**config.mk**
```make
export PLATFORM = sky130hd
export DESIGN_NAME = mbu_exec_unit
export DESIGN_NICKNAME = d
export VERILOG_FILES = /design/src/hdl/mbu_pkg.sv /design/src/hdl/mbu_mul_if.sv /design/src/hdl/mbu_mult_unit.sv /design/src/hdl/mbu_exec_unit.sv
export SDC_FILE = /design/constraint.sdc
export NUM_CORES = 1
export LEC_CHECK = 0
export BUFFER_PORTS_ARGS = -buffer_cell sky130_fd_sc_hd__buf_2
export CORE_ASPECT_RATIO = 1.5
export CORE_MARGIN = 1.5
export CORE_UTILIZATION = 45
export CTS_CLUSTER_DIAMETER = 120
export DETAILED_ROUTE_END_ITERATION = 6
export PLACE_DENSITY = 0.69
export SLEW_MARGIN = 20
export SYNTH_ARGS = -nofsm -noshare
export SYNTH_HDL_FRONTEND = slang
export SYNTH_SLANG_ARGS = --single-unit
```
**constraint.sdc**
```tcl
create_clock -name sys_clk_in -period 5.1 [get_ports sys_clk_in]
set_input_delay 0.765 -clock sys_clk_in [delete_from_list [all_inputs] [get_ports sys_clk_in]]
set_output_delay 0.765 -clock sys_clk_in [all_outputs]
set_load 0.02 [all_outputs]
```
**src/hdl/mbu_pkg.sv**
```systemverilog
// package of constants and types for the multiply and branch execution unit
//------------------------------------------------------------
// Summary of operation
// - integer products of two bytes go to R1:R0, touch only Z and C, 2 cycles.
// - fractional products shift left once before R1:R0, Z and C, 2 cycles.
// - cipher step encrypts R15:R0 with K when H clear, decrypts when set, 1/2.
// - pointer goto loads PC low sixteen bits from Z, clears bits 21:16, 2 cycles.
// - extended pointer goto takes PC low bits from Z, upper from segment, 2 cycles.
// - pointer call takes Z, clears upper PC bits, 2 or 3 cycles by variant.
// - extended pointer call takes segment and Z into PC, 3 cycles.
// - compare skip equal skips next instruction on equal registers, 1/2/3 cycles.
// - register bit skips on selected bit clear or set, 1/2/3 cycles.
// - I/O bit skips on addressed bit clear or set, 2/3/4 cycles.
// - generic flag branches go to PC+k+1 on selected flag set or clear, 1/2.
// - unsigned compare branches test carry only, clear or set.
// - signed compare branches test N xor V, zero or one.
// - half carry branch goes to PC+k+1 when H is one, 1/2 cycles.
// - zero, carry and sign branches on set or clear, flags unchanged.
`default_nettype none
package mbu_pkg;
	localparam int PC_W   = 22;
	localparam int SEG_W  = 6;
	localparam int K_W    = 12;
	localparam int CYC_W  = 3;
	// device variant with a 22-bit program counter pays an extra call cycle
	localparam bit PC_WIDE = 1'b1;

	localparam logic [2:0] FLAG_C = 3'h0;
	localparam logic [2:0] FLAG_Z = 3'h1;
	localparam logic [2:0] FLAG_N = 3'h2;
	localparam logic [2:0] FLAG_V = 3'h3;
	localparam logic [2:0] FLAG_H = 3'h5;
	localparam logic [2:0] FLAG_I = 3'h7;

	localparam logic [CYC_W-1:0] CYC_PROD     = 3'h2;
	localparam logic [CYC_W-1:0] CYC_CIPH_RDY = 3'h1;
	localparam logic [CYC_W-1:0] CYC_CIPH_WT  = 3'h2;
	localparam logic [CYC_W-1:0] CYC_GOTO     = 3'h2;
	localparam logic [CYC_W-1:0] CYC_CALL     = PC_WIDE ? 3'h3 : 3'h2;
	localparam logic [CYC_W-1:0] CYC_ECALL    = 3'h3;
	localparam logic [CYC_W-1:0] CYC_RET      = PC_WIDE ? 3'h5 : 3'h4;
	localparam logic [CYC_W-1:0] CYC_NOTAKE   = 3'h1;
	localparam logic [CYC_W-1:0] CYC_TAKE     = 3'h2;
	localparam logic [CYC_W-1:0] CYC_IO_EXTRA = 3'h1;
	localparam logic [CYC_W-1:0] CYC_ONE      = 3'h1;
	localparam logic [PC_W-1:0]  PC_STEP      = 22'h000001;
	localparam logic [PC_W-1:0]  SKIP_ONE     = 22'h000002;
	localparam logic [PC_W-1:0]  SKIP_TWO     = 22'h000003;

	typedef enum logic [4:0] {
		op_prod_uu, op_prod_ss, op_prod_su,
		op_frac_uu, op_frac_ss, op_frac_su,
		op_cipher,
		op_ptr_goto, op_eptr_goto, op_ptr_call, op_eptr_call,
		op_cmp_skip, op_skip_rbc, op_skip_rbs, op_skip_ioc, op_skip_ios,
		op_br_set, op_br_clr, op_br_sh, op_br_lo, op_br_ge, op_br_lt,
		op_br_hs, op_br_eq, op_br_ne, op_br_cs, op_br_cc, op_br_mi, op_br_pl,
		op_sub_return, op_int_return
	} mbu_op_t;

	typedef enum logic {st_idle, st_run} mbu_state_t;
endpackage
`default_nettype wire

```
**src/hdl/mbu_mul_if.sv**
```systemverilog
// interface between the execution core and its multiplier
`default_nettype none
interface mbu_prod_if;
	logic [7:0]  a;
	logic [7:0]  b;
	logic        a_signed;
	logic        b_signed;
	logic        frac;
	logic [15:0] product;
	logic        zero;
	logic        carry;
	modport unit (input a, b, a_signed, b_signed, frac, output product, zero, carry);
	modport core (output a, b, a_signed, b_signed, frac, input product, zero, carry);
endinterface
`default_nettype wire

```
**src/hdl/mbu_mult_unit.sv**
```systemverilog
// byte multiplier with signed, unsigned, mixed and fractional forms
`default_nettype none
module mbu_mult_unit
	import mbu_pkg::*;
(
	mbu_prod_if.unit m
);
	logic signed [8:0]  sa;
	logic signed [8:0]  sb;
	logic signed [17:0] full;
	logic [15:0]        raw;

	always_comb begin
		sa   = {m.a_signed & m.a[7], m.a};
		sb   = {m.b_signed & m.b[7], m.b};
		full = sa * sb;
		raw  = full[15:0];
		// carry is bit 15 of the product before the fractional shift
		m.carry   = raw[15];
		m.product = m.frac ? {raw[14:0], 1'b0} : raw;
		m.zero    = (m.product == 16'h0000);
	end
endmodule
`default_nettype wire

```
**src/hdl/mbu_exec_unit.sv**
```systemverilog
// multiply, cipher step and control-flow execution unit of the core
`default_nettype none
module mbu_exec_unit
	import mbu_pkg::*;
(
	input  wire logic            sys_clk_in,
	input  wire logic            rst_in,
	input  wire logic            op_valid_in,
	input  wire mbu_op_t         op_in,
	input  wire logic [7:0]      rd_in,
	input  wire logic [7:0]      rr_in,
	input  wire logic [2:0]      bit_sel_in,
	input  wire logic [2:0]      flag_sel_in,
	input  wire logic [K_W-1:0]  k_in,
	input  wire logic [PC_W-1:0] pc_in,
	input  wire logic [15:0]     z_in,
	input  wire logic [SEG_W-1:0] seg_in,
	input  wire logic [7:0]      stat_in,
	input  wire logic [7:0]      io_reg_in,
	input  wire logic            next_two_word_in,
	input  wire logic [PC_W-1:0] stack_data_in,
	input  wire logic            cipher_ready_in,
	output logic                 busy_out,
	output logic                 done_out,
	output logic [PC_W-1:0]      pc_out,
	output logic [15:0]          prod_out,
	output logic                 prod_we_out,
	output logic [7:0]           stat_out,
	output logic                 stat_we_out,
	output logic                 push_out,
	output logic [PC_W-1:0]      push_addr_out,
	output logic                 pop_out,
	output logic                 skip_out,
	output logic                 cipher_start_out,
	output logic                 cipher_decrypt_out
);
	//------------------------------------------------------------
	// multiplier
	//------------------------------------------------------------
	mbu_prod_if mi ();

	mbu_mult_unit u_mult (
		.m (mi.unit)
	);

	assign mi.a        = rd_in;
	assign mi.b        = rr_in;
	assign mi.a_signed = (op_in == op_prod_ss) || (op_in == op_prod_su) ||
	                     (op_in == op_frac_ss) || (op_in == op_frac_su);
	assign mi.b_signed = (op_in == op_prod_ss) || (op_in == op_frac_ss);
	assign mi.frac     = (op_in == op_frac_uu) || (op_in == op_frac_ss) ||
	                     (op_in == op_frac_su);

	//------------------------------------------------------------
	// decode of the presented instruction
	//------------------------------------------------------------
	logic [CYC_W-1:0] cyc_next;
	logic [PC_W-1:0]  pc_next;
	logic [PC_W-1:0]  seq_pc;
	logic [PC_W-1:0]  br_pc;
	logic [PC_W-1:0]  skip_pc;
	logic [CYC_W-1:0] skip_cyc;
	logic [7:0]       stat_next;
	logic             prod_we_next;
	logic             stat_we_next;
	logic             push_next;
	logic             pop_next;
	logic             skip_next;
	logic             cipher_next;
	logic             taken;
	logic             skip_cond;
	logic             is_branch;
	logic             is_skip;
	logic             is_io_skip;
	logic             f_c;
	logic             f_z;
	logic             f_n;
	logic             f_v;
	logic             f_h;

	always_comb begin
		f_c = stat_in[FLAG_C];
		f_z = stat_in[FLAG_Z];
		f_n = stat_in[FLAG_N];
		f_v = stat_in[FLAG_V];
		f_h = stat_in[FLAG_H];
		seq_pc  = pc_in + PC_STEP;
		br_pc   = pc_in + PC_W'($signed(k_in)) + PC_STEP;
		// the skipped instruction's length sets both distance and cost
		skip_pc  = pc_in + (next_two_word_in ? SKIP_TWO : SKIP_ONE);
		skip_cyc = next_two_word_in ? (CYC_TAKE + CYC_ONE) : CYC_TAKE;
		taken      = 1'b0;
		skip_cond  = 1'b0;
		is_branch  = 1'b0;
		is_skip    = 1'b0;
		is_io_skip = 1'b0;
		case (op_in)
			op_br_set: begin
				is_branch = 1'b1;
				taken     = stat_in[flag_sel_in];
			end
			op_br_clr: begin
				is_branch = 1'b1;
				taken     = !stat_in[flag_sel_in];
			end
			op_br_sh: begin
				is_branch = 1'b1;
				taken     = !f_c;
			end
			op_br_lo: begin
				is_branch = 1'b1;
				taken     = f_c;
			end
			op_br_ge: begin
				is_branch = 1'b1;
				taken     = !(f_n ^ f_v);
			end
			op_br_lt: begin
				is_branch = 1'b1;
				taken     = f_n ^ f_v;
			end
			op_br_hs: begin
				is_branch = 1'b1;
				taken     = f_h;
			end
			op_br_eq: begin
				is_branch = 1'b1;
				taken     = f_z;
			end
			op_br_ne: begin
				is_branch = 1'b1;
				taken     = !f_z;
			end
			op_br_cs: begin
				is_branch = 1'b1;
				taken     = f_c;
			end
			op_br_cc: begin
				is_branch = 1'b1;
				taken     = !f_c;
			end
			op_br_mi: begin
				is_branch = 1'b1;
				taken     = f_n;
			end
			op_br_pl: begin
				is_branch = 1'b1;
				taken     = !f_n;
			end
			op_cmp_skip: begin
				is_skip   = 1'b1;
				skip_cond = (rd_in == rr_in);
			end
			op_skip_rbc: begin
				is_skip   = 1'b1;
				skip_cond = !rr_in[bit_sel_in];
			end
			op_skip_rbs: begin
				is_skip   = 1'b1;
				skip_cond = rr_in[bit_sel_in];
			end
			op_skip_ioc: begin
				is_io_skip = 1'b1;
				skip_cond  = !io_reg_in[bit_sel_in];
			end
			op_skip_ios: begin
				is_io_skip = 1'b1;
				skip_cond  = io_reg_in[bit_sel_in];
			end
			default: begin
				taken = 1'b0;
			end
		endcase
	end

	always_comb begin
		cyc_next     = CYC_ONE;
		pc_next      = seq_pc;
		stat_next    = stat_in;
		prod_we_next = 1'b0;
		stat_we_next = 1'b0;
		push_next    = 1'b0;
		pop_next     = 1'b0;
		skip_next    = 1'b0;
		cipher_next  = 1'b0;
		case (op_in)
			op_prod_uu, op_prod_ss, op_prod_su,
			op_frac_uu, op_frac_ss, op_frac_su: begin
				cyc_next             = CYC_PROD;
				prod_we_next         = 1'b1;
				stat_we_next         = 1'b1;
				stat_next[FLAG_Z]    = mi.zero;
				stat_next[FLAG_C]    = mi.carry;
			end
			op_cipher: begin
				// an engine still busy with a previous step costs one more cycle
				cyc_next    = cipher_ready_in ? CYC_CIPH_RDY : CYC_CIPH_WT;
				cipher_next = 1'b1;
			end
			op_ptr_goto: begin
				cyc_next = CYC_GOTO;
				pc_next  = {{SEG_W{1'b0}}, z_in};
			end
			op_eptr_goto: begin
				cyc_next = CYC_GOTO;
				pc_next  = {seg_in, z_in};
			end
			op_ptr_call: begin
				cyc_next  = CYC_CALL;
				pc_next   = {{SEG_W{1'b0}}, z_in};
				push_next = 1'b1;
			end
			op_eptr_call: begin
				cyc_next  = CYC_ECALL;
				pc_next   = {seg_in, z_in};
				push_next = 1'b1;
			end
			op_sub_return: begin
				cyc_next = CYC_RET;
				pc_next  = stack_data_in;
				pop_next = 1'b1;
			end
			op_int_return: begin
				cyc_next          = CYC_RET;
				pc_next           = stack_data_in;
				pop_next          = 1'b1;
				stat_we_next      = 1'b1;
				stat_next[FLAG_I] = 1'b1;
			end
			default: begin
				if (is_branch) begin
					cyc_next = taken ? CYC_TAKE : CYC_NOTAKE;
					pc_next  = taken ? br_pc : seq_pc;
				end else if (is_skip || is_io_skip) begin
					skip_next = skip_cond;
					pc_next   = skip_cond ? skip_pc : seq_pc;
					cyc_next  = skip_cond ? skip_cyc : CYC_NOTAKE;
					if (is_io_skip) begin
						cyc_next = cyc_next + CYC_IO_EXTRA;
					end
				end
			end
		endcase
	end

	//------------------------------------------------------------
	// sequencing
	//------------------------------------------------------------
	mbu_state_t       state_reg;
	logic [CYC_W-1:0] cnt_reg;
	logic             accept;
	logic             finish;

	assign accept = op_valid_in && (state_reg == st_idle);
	// a one-cycle instruction finishes at the edge that takes it
	assign finish = (accept && (cyc_next == CYC_ONE)) ||
	                ((state_reg == st_run) && (cnt_reg == CYC_ONE));

	always_ff @(posedge sys_clk_in or posedge rst_in) begin
		if (rst_in) begin
			state_reg <= st_idle;
			cnt_reg   <= '0;
		end else begin
			case (state_reg)
				st_idle: begin
					if (accept && (cyc_next != CYC_ONE)) begin
						state_reg <= st_run;
						cnt_reg   <= cyc_next - CYC_ONE;
					end
				end
				st_run: begin
					cnt_reg <= cnt_reg - CYC_ONE;
					if (cnt_reg == CYC_ONE) begin
						state_reg <= st_idle;
					end
				end
				default: begin
					state_reg <= st_idle;
					cnt_reg   <= '0;
				end
			endcase
		end
	end

	always_ff @(posedge sys_clk_in or posedge rst_in) begin
		if (rst_in) begin
			busy_out <= 1'b0;
		end else begin
			busy_out <= (accept && (cyc_next != CYC_ONE)) ||
			            ((state_reg == st_run) && (cnt_reg != CYC_ONE));
		end
	end

	//------------------------------------------------------------
	// results held from acceptance, released on finish
	//------------------------------------------------------------
	logic [PC_W-1:0] pc_hold_reg;
	logic [15:0]     prod_hold_reg;
	logic [7:0]      stat_hold_reg;
	logic [PC_W-1:0] ret_hold_reg;
	logic [4:0]      act_hold_reg;
	logic [PC_W-1:0] pc_fin;
	logic [15:0]     prod_fin;
	logic [7:0]      stat_fin;
	logic [PC_W-1:0] ret_fin;
	logic [4:0]      act_fin;

	always_ff @(posedge sys_clk_in or posedge rst_in) begin
		if (rst_in) begin
			pc_hold_reg   <= '0;
			prod_hold_reg <= '0;
			stat_hold_reg <= '0;
			ret_hold_reg  <= '0;
			act_hold_reg  <= '0;
		end else if (accept) begin
			pc_hold_reg   <= pc_next;
			prod_hold_reg <= mi.product;
			stat_hold_reg <= stat_next;
			ret_hold_reg  <= seq_pc;
			act_hold_reg  <= {prod_we_next, stat_we_next, push_next,
			                  pop_next, skip_next};
		end
	end

	always_comb begin
		if (accept) begin
			pc_fin   = pc_next;
			prod_fin = mi.product;
			stat_fin = stat_next;
			ret_fin  = seq_pc;
			act_fin  = {prod_we_next, stat_we_next, push_next, pop_next, skip_next};
		end else begin
			pc_fin   = pc_hold_reg;
			prod_fin = prod_hold_reg;
			stat_fin = stat_hold_reg;
			ret_fin  = ret_hold_reg;
			act_fin  = act_hold_reg;
		end
	end

	always_ff @(posedge sys_clk_in or posedge rst_in) begin
		if (rst_in) begin
			done_out      <= 1'b0;
			prod_we_out   <= 1'b0;
			stat_we_out   <= 1'b0;
			push_out      <= 1'b0;
			pop_out       <= 1'b0;
			skip_out      <= 1'b0;
			pc_out        <= '0;
			prod_out      <= '0;
			stat_out      <= '0;
			push_addr_out <= '0;
		end else begin
			done_out    <= finish;
			prod_we_out <= finish && act_fin[4];
			stat_we_out <= finish && act_fin[3];
			push_out    <= finish && act_fin[2];
			pop_out     <= finish && act_fin[1];
			skip_out    <= finish && act_fin[0];
			if (finish) begin
				pc_out        <= pc_fin;
				prod_out      <= prod_fin;
				stat_out      <= stat_fin;
				push_addr_out <= ret_fin;
			end
		end
	end

	//------------------------------------------------------------
	// cipher engine request
	//------------------------------------------------------------
	always_ff @(posedge sys_clk_in or posedge rst_in) begin
		if (rst_in) begin
			cipher_start_out   <= 1'b0;
			cipher_decrypt_out <= 1'b0;
		end else begin
			cipher_start_out <= accept && cipher_next;
			if (accept && cipher_next) begin
				cipher_decrypt_out <= stat_in[FLAG_H];
			end
		end
	end
endmodule
`default_nettype wire

```
==> results of run 1 <==
[cell usage after synthesis, drive strengths merged (12+ instances only)]
cell type and count:
inv 96, nor3 21, o211ai 12, nand2 262, a31oi 21, ha 69, buf 25, a21oi 59
xnor2 36, nor2 82, fa 64, mux2 23, nand3 20, o21ai 99, xor2 32, a221oi 21
and2 57, clkbuf 43, mux2i 23, dfrtp 154
[layout make-up]
type	count	area, um2
Inverter	97	369
Tap cell	337	422
Multi-Input combinational cell	1062	7960
Clock buffer	18	439
Clock inverter	12	91.3
Fill cell	2425	11700
Antenna cell	2	5.00
Sequential cell	154	3850
Timing Repair Buffer	295	1770
[what timing repair did]
item | 4_1_cts | 5_1_grt
setup buffers | 5 | 2
gates cloned | 0 | 0
hold endpoints to repair | 0 | 0
gates resized for setup | 22 | 37
pin swaps | 26 | 24
endpoints found under the setup margin | 17 | 17
hold buffers | 0 | 0
[power by group through the flow]
stage / Combinational (mW) / Clock (mW) / Sequential (mW)
after CTS: 3.70 / 1.18 / 2.01
after floorplan: 1.94 / 0 / 2.29
final: 3.94 / 1.16 / 2.01
after global routing: 4.34 / 1.23 / 2.07
after global placement: 3.46 / 0 / 2.02
after detailed placement: 3.52 / 0 / 2.03
[layer usage]
layer	vias to the layer above	GRT usage, %	share of wire (%)
li1	5258	-	-
met1	5478	30.8	36
met2	400	53.1	53
met3	110	4.34	4.6
met4	0	15.6	5.9
met5	-	0	0
[logic make-up after synthesis]
logic type / Yosys count / synth area share, %
adder cells (fa/ha/maj): 133 / 17.6
AO/OA/AOI/OAI: 306 / 16.6
multiplexers: 52 / 5.13
buffers and inverters: 165 / 5.47
AND/OR/NAND/NOR: 503 / 18.6
XOR/XNOR: 68 / 4.89
flip-flops: 154 / 31.7
[stage by stage]
stage	util (%)	cells	setup slack (ns)	total power, mW
2_1_floorplan	-	1381	-1.17	4.22
3_3_place_gp	52.9	1939	-1.25	5.48
3_5_place_dp	52.9	1939	-1.35	5.55
4_1_cts	55.4	1973	-0.619	6.89
5_1_grt	56.1	1975	-0.813	7.64
6_report	56.1	1977	-0.660	7.11
[final timing paths]
check	endpoint	slack, ns
setup / recovery	stat_out[1]	-0.66
hold / removal	push_addr_out[2]	0.46
setup reg to reg	pc_out[1]	2.20
hold reg to reg	push_addr_out[2]	0.46
max in group asynchronous	push_addr_out[16]	3.52
min in group asynchronous	stat_out[3]	0.52
[critical path: cells and delay by family]
family / cells / cell delay, ns
adders and majority gates: 6 / 2.57
and+or+nand+nor: 7 / 1.69
AOI/OAI and AO/OA: 4 / 0.73
buffers and inverters: 4 / 0.25
xor gates and xnor gates: 1 / 0.11
==> impl_metrics.csv, run 1 <==
group,metric,value,unit
floorplan,fp.dieArea,0.0281,mm2
timing,fin_crit_sh,113,%
clock_tree,cts-root-buf,"clkbuf_16",
worst_setup_path,r2r_start,"state_reg",
worst_setup_path,crit_chain,"buf_6, nor2_4, nand4b_1, or2_4, fa_1, fa_1, inv_1, fa_1, fa_1, inv_1, fa_1, inv_2, ha_4, a211oi_2, o21bai_1, a21oi_1, xnor2_1, or4_1, or4_4, o31ai_4, nor2_1, nor2_1",
worst_setup_path,max_stage_delay,0.51,ns
clock_tree,cts_tree,"built",
clock_tree,clk_path_buf_depth,2,
timing,fin_crit,5.76,ns
drt,ant_nets,0,
floorplan,fp.dieW,137,um
status,violations,"negative setup slack",
logic_synthesis,ys_ff_latch,154,
power,p_sw,3.07,mW
power,p_int,4.04,mW
hold_path,hold_class,"register to register",
global_route,grt_pass1_vias,11512,
worst_setup_path,worst-r2r-cell-count,7,
place,placed_cell_area,0.0140,mm2
logic_synthesis,synth_edf_count,0,
drt,drt-initial-drc-count,755,
global_route,grt_first_pass_wirelength,60800,um
timing,fin_worst_skew,0.0143,ns
logic_synthesis,synthDistinctLibCells,74,
worst_setup_path,crit_fanout,4,
cells_and_area,layout_common_cells,"259 x nand2_1, 197 x buf_2, 154 x dfrtp_1, 91 x inv_1, 90 x buf_4",
power,pwr-share-clk,16.4,%
clock_tree,cts_buffers,17,
drt,vias,11246,
timing,rsz0062_at_grt,"true",
place,place_congestion,0.996,
logic_synthesis,avgSynthCellArea,8.81,um2
worst_setup_path,criticalPathCategory,"input pin to register",
worst_setup_path,cp-start-kind,"input pin",
timing,hold_ws,0.462,ns
hold_path,hold_path.startpoint,"push_addr_out[2]",
worst_setup_path,startpoint,"op_in[3]",
place,dp_hpwl,30400,um
logic_synthesis,synth_area_leaders,"dfrtp_1 32%, fa_1 11%, nand2_1 8.0%, ha_1 7.1%, o21ai_0 3.4%",
timing,setup_viol,12,
drt,via_per_inst,5.69,
global_route,grt_start_max_net_pins,89,
worst_setup_path,cp_slowest_cell,"fa_1",
status,status,"complete, but fails checks",
cells_and_area,fin_nets,1886,
cells_and_area,drive_gt1_share,24.4,%
power,comb_power_share,55.4,%
logic_synthesis,synth_top_cell_by_area,"dfrtp_1",
drt,drc,0,
clock_tree,clk_pin_slew,0.06,ns
worst_setup_path,crit_top_cell,"fa_1",
timing,worst_slack,-0.660,ns
power,power_leakage,7.12,nW
clock_tree,h-tree-depth,4,
timing,hold_violations,0,
floorplan,pin_count,203,
timing,tightestPinTransition,1.16,ns
cells_and_area,design_area,0.0149,mm2
power,ir_drop,0.000295,V
logic_synthesis,syn_area,0.0122,mm2
logic_synthesis,synth_flop_cell,"dfrtp_1",
floorplan,core_area,0.0266,mm2
hold_path,hold_depth,2,
flow_run,drv_cap,0,
logic_synthesis,yosys_warnings,0,
worst_setup_path,worstPathRequired,5.46,ns
clock_tree,numClockSinks,154,
drt,drt-pass1-iter-count,5,
power,power_density,477,mW/mm2
global_route,grtUsageTotal,28.7,%
place,port_buffers,202,
timing,finalMaxSlewViolations,0,
logic_synthesis,syn-num-nets,1640,
logic_synthesis,synth_top_area_share,31.7,%
logic_synthesis,syn_inst,1381,
floorplan,fp-row-count,73,
timing,maxSlewHeadroom,23.0,%
clock_tree,clock_latency,0.43,ns
logic_synthesis,synth-seq-area-share,31.7,%
cells_and_area,area_delta_synth_final,22.5,%
timing,max_freq,174,MHz
worst_setup_path,end_kind,"register",
timing,tns,-4.12,ns
drt,wl_per_cell,19.7,um
drt,routed_wl,38900,um
power,p_seq_share,28.2,%
logic_synthesis,async_reset_ff_share,100,%
floorplan,start_util,45.8,%
floorplan,die_y,204,um
power,switching_share,43.2,%
cells_and_area,layout_commonest_cell,"nand2_1",
worst_setup_path,critPathArrivalTime,6.12,ns
global_route,grt-ovfl-total,0,
global_route,antenna_found_initial,1,
No activity file was read; power rests on OpenSTA's default activity.
==> inputs of run 2 (changes only) <==
Settings changed: BUFFER_PORTS_ARGS -buffer_cell sky130_fd_sc_hd__buf_2 to default, DONT_BUFFER_PORTS from default to 1, HOLD_SLACK_MARGIN from default to 0.08, PLACE_DENSITY 0.69 to default, SLEW_MARGIN 20 to 10.
==> impl_metrics.csv, run 2 (same netlist as run 1, synthesis figures left out) <==
group,metric,value,unit
worst_setup_path,worstPathRequired,5.46,ns
floorplan,die_y,204,um
cells_and_area,n_antenna_cell,0,
worst_setup_path,criticalPathCategory,"input pin to register",
global_route,grt_pass1_vias,10548,
floorplan,fp.dieArea,0.0281,mm2
flow_run,drv_cap,0,
clock_tree,cts_tree,"built",
global_route,grt_first_pass_wirelength,59300,um
timing,fin_crit,5.77,ns
drt,vias,10235,
timing,maxSlewHeadroom,25.4,%
worst_setup_path,cp_slowest_cell,"fa_1",
hold_path,hold_class,"input pin to async pin",
clock_tree,clk_pin_slew,0.07,ns
place,pre_cts_slack,-1.03,ns
place,place_congestion,0.965,
power,ir_drop,0.000437,V
place,dp.cells,1702,
timing,finalMaxSlewViolations,0,
clock_tree,cts_buffers,17,
drt,ant_nets,0,
worst_setup_path,max_stage_delay,0.54,ns
power,power_density,505,mW/mm2
timing,setup_viol,16,
timing,tightestPinTransition,1.12,ns
status,status,"complete, but fails checks",
drt,wl_per_cell,22.2,um
clock_tree,hold_buffers,0,
floorplan,fp.dieW,137,um
timing,worst_slack,-0.669,ns
global_route,grt-ovfl-total,0,
global_route,grtUsageTotal,28.5,%
worst_setup_path,crit_fanout,17,
clock_tree,clock_latency,0.44,ns
worst_setup_path,crit_chain,"xor2_2, nand4b_1, or2_4, fa_1, fa_1, inv_2, fa_1, fa_1, inv_1, fa_1, inv_2, ha_4, o21ai_4, o21bai_1, a21oi_1, xnor2_1, or4_1, or4_4, o31ai_4, nor2_1, nor2_1",
cells_and_area,layout_common_cells,"259 x nand2_1, 154 x dfrtp_1, 89 x inv_1, 79 x nor2_1, 72 x o21ai_0",
floorplan,core_area,0.0266,mm2
drt,via_per_inst,5.88,
worst_setup_path,end_kind,"register",
clock_tree,cts-root-buf,"clkbuf_16",
clock_tree,numClockSinks,154,
global_route,antenna_found_initial,0,
drt,drt-initial-drc-count,616,
timing,max_freq,173,MHz
cells_and_area,area_delta_synth_final,12.2,%
floorplan,start_util,45.8,%
cells_and_area,final_util,51.4,%
worst_setup_path,critPathArrivalTime,6.13,ns
worst_setup_path,crit_top_cell,"fa_1",
worst_setup_path,cp-start-kind,"input pin",
timing,fin_worst_skew,0.0190,ns
status,violations,"negative setup slack",
clock_tree,clk_path_buf_depth,2,
cells_and_area,layout_commonest_cell,"nand2_1",
timing,rsz0062_at_grt,"true",
floorplan,pin_count,203,
drt,routed_wl,38700,um
drt,drt-pass1-iter-count,5,
cells_and_area,final_cells,1742,
power,power_leakage,6.13,nW
global_route,grt_start_max_net_pins,98,
place,port_buffers,0,
floorplan,fp-row-count,73,
cells_and_area,n_fill_cell,2500,
timing,fin_crit_sh,113,%
place,dp_hpwl,30100,um
worst_setup_path,startpoint,"op_in[2]",
clock_tree,h-tree-depth,4,
cells_and_area,fin_nets,1652,
worst_setup_path,r2r_start,"state_reg",
drt,drc,0,
cells_and_area,drive_gt1_share,11.9,%
power,p_total,6.90,mW
timing,hold_violations,0,
## run 2: cell count changes in the layout (fill, tap and decap cells not counted), moves of 3 or more
cell	delta
buf_2	-197
buf_6	-5
inv_8	+4
buf_4	-31
clkinv_2	-3
## run 2: metal layers
metal / GRT usage (%) / share of wire, %
met1: 30.1 / 35
met2: 53.7 / 55
met3: 5.11 / 5.4
met4: 13.3 / 5.1
met5: 0 / 0
## run 2: worst max-delay path, delay by kind of cell
family / cells / cell delay (ns)
adders and majority gates: 6 / 2.75
and+or+nand+nor: 6 / 1.53
AOI/OAI and AO/OA: 4 / 0.63
xor gates and xnor gates: 2 / 0.27
buffers and inverters: 3 / 0.17
## run 2: final timing paths
kind,end,slack (ns),depth (start not counted)
hold reg to reg,act_hold_reg[1],0.47,2
min in group sys_clk_in,stat_hold_reg[4],0.47,2
setup reg to reg,pc_out[19],2.41,8
hold / removal,cipher_start_out,0.33,1
max in group asynchronous,stat_out[1],3.67,2
setup / recovery,stat_out[1],-0.67,21
## run 2: what timing repair did
action | 4_1_cts | 5_1_grt
gates resized for setup | 21 | 26
endpoints found under the setup margin | 12 | 16
buffers inserted | 6 | 5
pin swaps | 29 | 22
## run 2: stage by stage
stage / hold slack (ns) / area [um2] / TNS [ns]
after floorplan: 0.433 / 12200 / -10.44
after global placement: 0.446 / 12800 / -9.18
after detailed placement: 0.453 / 12800 / -9.88
after CTS: 0.399 / 13500 / -2.97
after global routing: 0.432 / 13700 / -6.86
final: 0.333 / 13700 / -3.90
## run 2: report_power, final
group / switching, mW / internal (mW)
combinational: 1.80 / 1.45
clock: 0.568 / 0.693
sequential: 0.625 / 1.77
## run 2: area by class of cell
class,instances,area (um2),area share [%]
flip-flops and latches,154,3850,28.2
multi-input cells,1062,7950,58.2
clock inverters,14,159,1.16
inverters,97,369,2.70
repair buffers,61,474,3.47
clock buffers,17,425,3.12
well taps,337,422,3.09
